===== src/pkg/pmam_map.svh =====
// Register offsets, field positions, reset values and timing constants.
`ifndef PMAM_MAP_SVH
`define PMAM_MAP_SVH

// Clock and timebase.
`define PM_CLK_NS       10
`define PM_TB_NS        1000
`define PM_TB_CYC       (`PM_TB_NS / `PM_CLK_NS)
`define PM_SETTLE_US    300

// Conversion period limits and default, in timebase ticks of one microsecond, and the averaging exponent limit.
`define PM_PER_MIN_US   13'h0032
`define PM_PER_MAX_US   13'h1018
`define PM_PER_RST      13'h041C
`define PM_AVG_MAX      4'hA

// Register indices on the word port.
`define PM_REG_CTRL     4'h0
`define PM_REG_CFG      4'h1
`define PM_REG_PER_SH   4'h2
`define PM_REG_PER_BUS  4'h3
`define PM_REG_PER_TMP  4'h4
`define PM_REG_DIAG     4'h5
`define PM_REG_THR0     4'h6
`define PM_REG_RES0     4'hC

// Field positions.
`define PM_CTRL_RST     0
`define PM_CFG_MODE     1:0
`define PM_CFG_CHEN     6:4
`define PM_CFG_AVG      11:8
`define PM_DG_CTL       15:12
`define PM_CTL_HOLD     3
`define PM_CTL_DPIN     2
`define PM_CTL_AVGC     1
`define PM_CTL_INV      0

// Mode encodings and reset values.
`define PM_MODE_OFF     2'h0
`define PM_MODE_TRIG    2'h1
`define PM_MODE_RST     2'h2
`define PM_CHEN_RST     3'h7
`define PM_THR_SLOW_RST 16'h8000
`define PM_THR_SHI_RST  16'h7FFF
`define PM_THR_BHI_RST  16'h7FFF
`define PM_THR_BLO_RST  16'h0000
`define PM_THR_HEAT_RST 16'hFFFF
`define PM_THR_WATT_RST 16'h7FFF

`endif


===== src/pkg/pmam_pkg.sv =====
// Types shared by the power monitor alert and mode logic.
package pmam_pkg;

	typedef enum logic [2:0] {
		PMAM_SETTLE,
		PMAM_IDLE,
		PMAM_START,
		PMAM_CONV,
		PMAM_SEQEND
	} pmam_state_e;

	typedef struct packed {
		pmam_state_e       st;
		logic [1:0]        mode;
		logic [2:0]        chan_en;
		logic [3:0]        avg_exp;
		logic [2:0][12:0]  per;
		logic [3:0]        dctl;
		logic [5:0]        flags;
		logic              done;
		logic              ovf;
		logic              trim_m;
		logic              trim_s;
		logic [5:0][15:0]  thr;
		logic [3:0][15:0]  res;
		logic [2:0][15:0]  samp;
		logic [2:0][26:0]  acc;
		logic [10:0]       nsmp;
		logic [1:0]        ch;
		logic [6:0]        tdiv;
		logic              tick;
		logic [12:0]       pcnt;
		logic [15:0]       scnt;
		logic              got;
		logic [15:0]       cap;
		logic              hold_alert;
		logic [15:0]       rdata;
		logic              rvalid;
		logic              cstart;
		logic [1:0]        cch;
		logic [12:0]       flen;
		logic              alert_oe;
		logic              alert_o;
		logic              ready;
	} pmam_st_s;

endpackage : pmam_pkg


===== src/verilog/pmam_top.sv =====
// Conversion sequencing, threshold diagnostics and alert pin of the monitor.
`timescale 1ns/1ns
`include "pmam_map.svh"

// Functional notes
// Filter settles inside one conversion period.
// Filter null tracks half the output rate.
// Per-channel periods, 50 us to 4.12 ms.
// Averaging 1 to 1024, same for all channels.
// Wait 300 us after power-up before converting.
// Compare results to thresholds, set status flags.
// Shunt and power thresholds signed, given resets.
// Bus and heat thresholds positive, given resets.
// Host reads status to find alert cause.
// Latch mode holds alert after conditions clear.
// Status read releases latched alert.
// Completion sets flag; pin only when enabled.
// Averaged compare uses averaged results.
// Alert active low by default; invert bit.
// Overflow flag set, never drives alert.
// Trim health flag reads one when healthy.
// Registers stay accessible in shutdown.
// Shutdown holds until trigger or continuous written.
// Trigger runs one sequence, then shutdown.
// Power-on reset loads all defaults.
// Reset bit performs full register reset.
// Config write or status read clears completion; code clears on config write only if mode is not shutdown.
// Mode write aborts and restarts the sequence.
// Alert from flags or enabled completion, then polarity.
module pmam_top #(
	parameter int SETTLE_US = `PM_SETTLE_US
) (
	input  logic        REF_CLK,
	input  logic        RST_N,
	input  logic        REG_WR,
	input  logic        REG_RD,
	input  logic [3:0]  REG_ADDR,
	input  logic [15:0] REG_WDATA,
	output logic [15:0] REG_RDATA,
	output logic        REG_RVALID,
	output logic        CONV_START,
	output logic [1:0]  CONV_CH,
	output logic [12:0] FILT_LEN,
	input  logic        RES_VALID,
	input  logic [15:0] RES_DATA,
	input  logic        TRIM_OK,
	output logic        ALERT_O,
	output logic        ALERT_OE,
	output logic        SETTLED
);

	// ****************************************************************
	// Constants and state
	// ****************************************************************

	localparam logic [6:0]  TB_LAST     = 7'(`PM_TB_CYC - 1);
	localparam logic [15:0] SETTLE_LAST = 16'(SETTLE_US - 1);

	// Every register takes its default on reset.
	localparam pmam_pkg::pmam_st_s RST = '{
		st:      pmam_pkg::PMAM_SETTLE,
		mode:    `PM_MODE_RST,
		chan_en: `PM_CHEN_RST,
		per:     {3{`PM_PER_RST}},
		thr:     {`PM_THR_WATT_RST, `PM_THR_HEAT_RST, `PM_THR_BLO_RST,
		          `PM_THR_BHI_RST, `PM_THR_SHI_RST, `PM_THR_SLOW_RST},
		default: '0
	};

	pmam_pkg::pmam_st_s q;
	pmam_pkg::pmam_st_s n;
	logic [15:0][15:0]  view;
	logic               pub;
	logic               act;
	logic               pin_act;
	logic               wr_cfg;
	logic               rd_diag;
	logic               soft_rst;

	// ****************************************************************
	// Helper functions
	// ****************************************************************

	// Power from shunt magnitude and bus; bit 16 flags an overflow.
	function automatic logic [16:0] pw_calc(input logic [15:0] sh,
	                                        input logic [15:0] bus);
		logic [15:0] mag;
		logic [31:0] p;
		mag = sh[15] ? 16'(-sh) : sh;
		p = 32'(mag) * 32'(bus);
		if (p[31:30] != 2'h0) begin
			pw_calc = {1'b1, 16'h7FFF}; // Saturates on overflow.
		end else begin
			pw_calc = {1'b0, p[30:15]};
		end
	endfunction : pw_calc

	// Out-of-range checks; shunt and power are signed.
	// Bus and heat compare as positive magnitudes only.
	function automatic logic [5:0] cmp(input logic [3:0][15:0] v,
	                                   input logic [5:0][15:0] t);
		cmp[0] = $signed(v[0]) < $signed(t[0]);
		cmp[1] = $signed(v[0]) > $signed(t[1]);
		cmp[2] = v[1] > t[2];
		cmp[3] = v[1] < t[3];
		cmp[4] = !v[2][15] && (v[2] > t[4]);
		cmp[5] = $signed(v[3]) > $signed(t[5]);
	endfunction : cmp

	// Clamps a written period into the supported range.
	function automatic logic [12:0] clamp_per(input logic [15:0] w);
		if (w < 16'(`PM_PER_MIN_US)) begin
			clamp_per = `PM_PER_MIN_US;
		end else if (w > 16'(`PM_PER_MAX_US)) begin
			clamp_per = `PM_PER_MAX_US;
		end else begin
			clamp_per = w[12:0];
		end
	endfunction : clamp_per

	// ****************************************************************
	// Register port decode and read view
	// ****************************************************************

	// Decoded accesses with side effects.
	assign wr_cfg   = REG_WR && (REG_ADDR == `PM_REG_CFG);
	assign rd_diag  = REG_RD && (REG_ADDR == `PM_REG_DIAG);
	assign soft_rst = REG_WR && (REG_ADDR == `PM_REG_CTRL) &&
	                  REG_WDATA[`PM_CTRL_RST];

	// Readable image of every register; control word reads zero.
	always_comb begin
		view = '0;
		view[`PM_REG_CFG] = {4'h0, q.avg_exp, 1'b0, q.chan_en, 2'h0, q.mode};
		view[`PM_REG_PER_SH]  = {3'h0, q.per[0]};
		view[`PM_REG_PER_BUS] = {3'h0, q.per[1]};
		view[`PM_REG_PER_TMP] = {3'h0, q.per[2]};
		// Status: flags, completion, overflow, trim health.
		view[`PM_REG_DIAG] = {q.dctl, 2'h0, q.ovf, 1'b0, q.flags, q.done,
		                      q.trim_s};
		for (int i = 0; i < 6; i++) begin
			view[4'(`PM_REG_THR0 + i)] = q.thr[i];
		end
		for (int i = 0; i < 4; i++) begin
			view[4'(`PM_REG_RES0 + i)] = q.res[i];
		end
	end

	// Alert sources; overflow is deliberately not among them.
	assign act     = (|q.flags) | (q.dctl[`PM_CTL_DPIN] & q.done);
	assign pin_act = act | q.hold_alert;

	// ****************************************************************
	// Next-state logic
	// ****************************************************************

	// Completion, overflow and flag clears are applied first so that a same-cycle set wins.
	always_comb begin
		logic [5:0]       c;
		logic [16:0]      p;
		logic [15:0]      s;
		logic [2:0][15:0] av;
		logic [3:0][15:0] v;
		logic             last;
		logic             evt;
		c = '0;
		p = '0;
		s = '0;
		av = '0;
		v = '0;
		last = 1'b0;
		evt = 1'b0;
		pub = 1'b0;
		n = q;
		n.cstart = 1'b0;
		n.rvalid = REG_RD;
		n.rdata = view[REG_ADDR];
		n.trim_m = TRIM_OK;
		n.trim_s = q.trim_m;
		n.tick = (q.tdiv == TB_LAST);
		n.tdiv = n.tick ? 7'h00 : q.tdiv + 7'h01;

		// Status read clears completion, overflow, held flags.
		if (rd_diag) begin
			n.done = 1'b0;
			n.ovf = 1'b0;
			if (q.dctl[`PM_CTL_HOLD]) begin
				n.flags = '0;
			end
		end

		// Writes are taken in every state, shutdown included.
		if (REG_WR) begin
			case (REG_ADDR)
				`PM_REG_CFG: begin
					n.mode = REG_WDATA[`PM_CFG_MODE];
					n.chan_en = REG_WDATA[`PM_CFG_CHEN];
					n.avg_exp = (REG_WDATA[`PM_CFG_AVG] > `PM_AVG_MAX) ?
					            `PM_AVG_MAX : REG_WDATA[`PM_CFG_AVG];
					if (REG_WDATA[`PM_CFG_MODE] != `PM_MODE_OFF) begin
						n.done = 1'b0;
					end
				end
				`PM_REG_PER_SH:  n.per[0] = clamp_per(REG_WDATA);
				`PM_REG_PER_BUS: n.per[1] = clamp_per(REG_WDATA);
				`PM_REG_PER_TMP: n.per[2] = clamp_per(REG_WDATA);
				`PM_REG_DIAG:    n.dctl = REG_WDATA[`PM_DG_CTL];
				default: begin
					for (int i = 0; i < 6; i++) begin
						if (REG_ADDR == 4'(`PM_REG_THR0 + i)) begin
							n.thr[i] = REG_WDATA;
						end
					end
				end
			endcase
		end

		// Conversion sequencer.
		case (q.st)
			pmam_pkg::PMAM_SETTLE: begin
				if (q.tick) begin
					n.scnt = q.scnt + 16'h0001;
					if (q.scnt == SETTLE_LAST) begin
						n.ready = 1'b1;
						n.st = (q.mode != `PM_MODE_OFF) ?
						       pmam_pkg::PMAM_START : pmam_pkg::PMAM_IDLE;
					end
				end
			end
			pmam_pkg::PMAM_IDLE: begin
				// Shutdown leaves only on a continuous mode here.
				if (q.mode[1]) begin
					n.st = pmam_pkg::PMAM_START;
					n.ch = 2'h0;
				end
			end
			pmam_pkg::PMAM_START: begin
				if (q.chan_en[q.ch]) begin
					n.cstart = 1'b1;
					n.cch = q.ch;
					n.flen = q.per[q.ch]; // Filter length per period.
					n.pcnt = '0;
					n.got = 1'b0;
					n.st = pmam_pkg::PMAM_CONV;
				end else if (q.ch == 2'h2) begin
					n.st = pmam_pkg::PMAM_SEQEND;
				end else begin
					n.ch = q.ch + 2'h1;
				end
			end
			pmam_pkg::PMAM_CONV: begin
				if (RES_VALID) begin
					n.got = 1'b1;
					n.cap = RES_DATA;
				end
				if (q.tick) begin
					n.pcnt = q.pcnt + 13'h0001;
					// The result is taken when the period runs out.
					if (q.pcnt + 13'h0001 >= q.per[q.ch]) begin
						s = RES_VALID ? RES_DATA :
						    (q.got ? q.cap : q.samp[q.ch]);
						n.samp[q.ch] = s;
						n.acc[q.ch] = q.acc[q.ch] + {{11{s[15]}}, s};
						p = pw_calc(n.samp[0], n.samp[1]);
						v = {p[15:0], n.samp};
						evt = !q.dctl[`PM_CTL_AVGC];
						n.st = (q.ch == 2'h2) ? pmam_pkg::PMAM_SEQEND :
						       pmam_pkg::PMAM_START;
						n.ch = q.ch + 2'h1;
					end
				end
			end
			pmam_pkg::PMAM_SEQEND: begin
				last = (q.nsmp == (11'h001 << q.avg_exp) - 11'h001);
				n.ch = 2'h0;
				n.nsmp = q.nsmp + 11'h001;
				n.st = pmam_pkg::PMAM_START;
				if (last) begin
					pub = 1'b1;
					for (int i = 0; i < 3; i++) begin
						av[i] = 16'($signed(q.acc[i]) >>> q.avg_exp);
					end
					p = pw_calc(av[0], av[1]);
					n.res = {p[15:0], av};
					v = n.res;
					evt = q.dctl[`PM_CTL_AVGC];
					n.acc = '0;
					n.nsmp = '0;
					n.done = 1'b1; // Set whatever the pin enable.
					if (q.mode == `PM_MODE_TRIG) begin
						n.st = pmam_pkg::PMAM_IDLE;
					end
				end
			end
			default: n.st = pmam_pkg::PMAM_IDLE;
		endcase

		// Overflow and threshold flags.
		if (p[16]) begin
			n.ovf = 1'b1;
		end
		if (evt) begin
			c = cmp(v, q.thr);
			n.flags = q.dctl[`PM_CTL_HOLD] ? (n.flags | c) : c;
		end

		// A config write after settling aborts the sequence; it restarts unless shutdown is written.
		if (wr_cfg && q.st != pmam_pkg::PMAM_SETTLE) begin
			n.st = (n.mode != `PM_MODE_OFF) ? pmam_pkg::PMAM_START :
			       pmam_pkg::PMAM_IDLE;
			n.acc = '0;
			n.nsmp = '0;
			n.ch = 2'h0;
		end

		// Held until a status read; the read wins.
		n.hold_alert = rd_diag ? 1'b0 :
		               (q.hold_alert | (q.dctl[`PM_CTL_HOLD] & act));
		// Open drain: drive low when the pin must read low.
		n.alert_oe = q.dctl[`PM_CTL_INV] ? !pin_act : pin_act;
		n.alert_o = 1'b0;

		// Software reset: all registers back to defaults.
		if (soft_rst) begin
			n = RST;
			n.st = q.ready ? pmam_pkg::PMAM_IDLE : q.st;
			n.scnt = q.scnt;
			n.ready = q.ready;
			n.tdiv = q.tdiv;
			n.trim_m = q.trim_m;
			n.trim_s = q.trim_s;
		end
	end

	// ****************************************************************
	// State register and outputs
	// ****************************************************************

	// All state in one register.
	always_ff @(posedge REF_CLK or negedge RST_N) begin
		if (!RST_N) begin
			q <= RST;
		end else begin
			q <= n;
		end
	end

	// Outputs straight from the state register.
	assign REG_RDATA  = q.rdata;
	assign REG_RVALID = q.rvalid;
	assign CONV_START = q.cstart;
	assign CONV_CH    = q.cch;
	assign FILT_LEN   = q.flen;
	assign ALERT_O    = q.alert_o;
	assign ALERT_OE   = q.alert_oe;
	assign SETTLED    = q.ready;
endmodule : pmam_top


===== config.mk =====
export PLATFORM = sky130hd
export DESIGN_NAME = pmam_top
export DESIGN_NICKNAME = d
export VERILOG_FILES = /design/src/pkg/pmam_pkg.sv /design/src/verilog/pmam_top.sv
export VERILOG_INCLUDE_DIRS = /design/src /design/src/pkg
export SDC_FILE = /design/constraint.sdc
export NUM_CORES = 2
export LEC_CHECK = 0
export BUFFER_PORTS_ARGS = -buffer_cell sky130_fd_sc_hd__clkbuf_2
export CORE_UTILIZATION = 44
export DETAILED_ROUTE_END_ITERATION = 10
export HOLD_SLACK_MARGIN = 0.15
export PLACE_DENSITY = 0.7
export SYNTH_ARGS = -nofsm -noshare
export SYNTH_HDL_FRONTEND = slang
export SYNTH_SLANG_ARGS = --single-unit

===== constraint.sdc =====
create_clock -name REF_CLK -period 34.8 [get_ports REF_CLK]
set_input_delay 3.48 -clock REF_CLK [delete_from_list [all_inputs] [get_ports REF_CLK]]
set_output_delay 3.48 -clock REF_CLK [all_outputs]
set_load 0.03 [all_outputs]

==> metrics.yaml <==
die_w_um: 329.9
r2r_end: "q[402]"
crit_path_max_fanout: 37
synth_warnings: 0
relSlewSlack: 0.1442
yosys-top-cells-area: "dfrtp_1 (20%), fa_1 (16%), ha_1 (9.1%)"
startpoint: "RES_VALID"
clock_latency_ps: 640
clkSinkCount: 457
cap_violations: 0
grt_pass1_vias: 40446
setup_violations: 0
yosys.area.top_type: "dfrtp_1"
cts_tree: "built"
final_cell_mix: "nand2_1 (776), inv_1 (570), nor2_1 (497), fa_1 (387), dfrtp_1 (373)"
nets: 6015
drc: 0
grt_overflow: 0
cts_setup_buffers: 0
portBuffers: 76
synth_cells: 5345
drt_iter0_markers: 4633
fmax_ghz: 0.06782
area_growth_syn_to_layout_pct: 6.560
min_period_over_period: 0.4237
die_area_um2: 108800
hold_class: "reg -> reg"
required_ps: 35290
htree_levels: 2
fp.dieH_um: 329.9
ys_seq_elements: 457
reg2reg_setup_slack_ps: 21390
crit_path_top_delay_cell: "xor2_1"
ios: 78
routed_via_density: 6.046
ctsRootBufferMaster: "clkbuf_16"
async_flop_share: 1.000
fillers: 10048
fin_skew_ps: 36.48
cts_made_buffers: 49
cts_buffer_depth: 3
criticalPathCategory: "in -> reg"
globalplace.congestion: 0.9946
synth_top_area_frac: 0.2005
grt_setup_unrepaired: "false"
routed-via-count: 40354
num_rows: 119
timing.critical_path.buf_inv: 5
dr.pass1.iters: 6
drt_wl_total_um: 158900
ys_types: 101
drive_gt1_frac: 0.1024
grt_max_degree: 94
crit_path_end_kind: "register"
whs_path_depth: 2
ys.flop_type: "dfrtp_1"
synth_seq_area_share: 0.2438
rr_worst_depth: 39
hold_end: "q[394]"
postSynthAreaPerCell_um2: 8.849
hpwl_um: 122300
hold_violations: 0
crit_family: "compound AO/OA/AOI/OAI gates"
tightestPinTransition_ps: 1284
mostFrequentLayoutCell: "nand2_1"
max_stage_delay_ps: 830
antenna_found_initial: 3
status: "completed"
post-route-min-period_ps: 14750
r2r-start: "q[92]"
core_region_area_um2: 105900
slew_violations: 0
crit_top_cell: "fa_1"
start_kind: "primary input"
synth_area_um2: 47300
tns_ps: 0
grt_use_total: 0.2939
grt_pass1_wl_um: 243700
path_clk_slew_ps: 70
initial_core_util: 0.4468
hold_start: "q[394]"
critPathArrivalTime_ps: 15240
hold_buffers: 0
synth_edf_count: 0
wl_per_cell_um: 23.80
cts_resized: 0
ant_nets: 0
-- per-stage QoR --
step           hold WS (ps)  std cells  setup slack [ps]    util  area (um^2)
2_1_floorplan         433.4       5346             21050       -        47300
3_3_place_gp          454.2       6581             19880  0.4607        48770
3_5_place_dp          459.8       6581             19760  0.4607        48770
4_1_cts               475.2       6673             20290  0.4761        50400
5_1_grt               504.2       6674             19240  0.4761        50400
6_report              475.1       6675             20050  0.4761        50400
-- flip-flops by register name, indices dropped and copies added, names as in the netlist --
name / flops
REG_RVALID: 1
q: 422
ALERT_OE: 1
FILT_LEN: 13
REG_RDATA: 16
SETTLED: 1
CONV_CH: 2
CONV_START: 1
-- synthesized netlist by cell type (8+ instances only) --
library cell,count
nor4_1,14
o22ai_1,24
ha_1,345
or3_1,14
o31ai_1,17
buf_1,36
a21oi_1,293
a221oi_1,8
and2_1,49
mux2_2,46
dfrtp_1,379
and3_1,40
nor2b_1,54
a211oi_1,54
dfstp_2,78
mux2i_1,174
a22o_1,83
xnor2_1,91
o2111ai_1,10
a21o_1,62
o21ai_0,310
o21a_1,37
mux4_2,95
o211ai_1,37
nand2b_1,42
nor3_1,31
buf_4,33
buf_2,39
o2bb2ai_1,19
a22oi_1,14
or2_2,12
nor2_1,498
nand4_1,36
xor2_1,50
nand2_1,777
clkbuf_1,206
o21bai_1,26
o21ai_1,16
nand3_1,73
inv_1,570
a31oi_1,19
fa_1,387
-- tightest hold or removal path: stages, from the launching register on --
cell and delay, ps:
dfrtp_1 350, nand2_1 50, nand2_1 50
-- how the worst max path moves through the flow --
stage	endpoint	cells past startpoint
floorplan	q[402]	37
global placement	q[402]	37
detailed placement	q[402]	39
CTS	q[402]	37
global route	q[402]	39
finish	q[402]	37
-- cells by family after synthesis --
kind of cell,after synthesis,synth area share
xor+xnor,143,0.02680
fa+ha+maj,732,0.2551
other cells,1,0.00007928
buf+inv,895,0.07584
flops,457,0.2438
compound gates,1114,0.1499
simple gates,1687,0.1552
mux,316,0.09332
-- layout make-up --
type	instances	area, um^2	share of cell area
Multi-Input combinational cell	3994	32270	0.6402
Sequential cell	457	11550	0.2291
Inverter	574	2155	0.04275
Tap cell	1391	1740	0.03453
Clock buffer	70	1395	0.02768
Timing Repair Buffer	165	1064	0.02110
Clock inverter	22	229.0	0.004543
Antenna cell	2	5.005	0.00009930
-- metal layers --
metal | track usage | routed length (um) | vias to the layer above
li1 | - | - | 17822
met3 | 0.05585 | 15520 | 434
met1 | 0.3839 | 62240 | 19961
met4 | 0.1568 | 9642 | 2
met5 | 0 | 13 | -
met2 | 0.4620 | 71470 | 2135
Power is not shown: default switching activity piles up to over one toggle a cycle in this logic, so the estimate is an artifact.
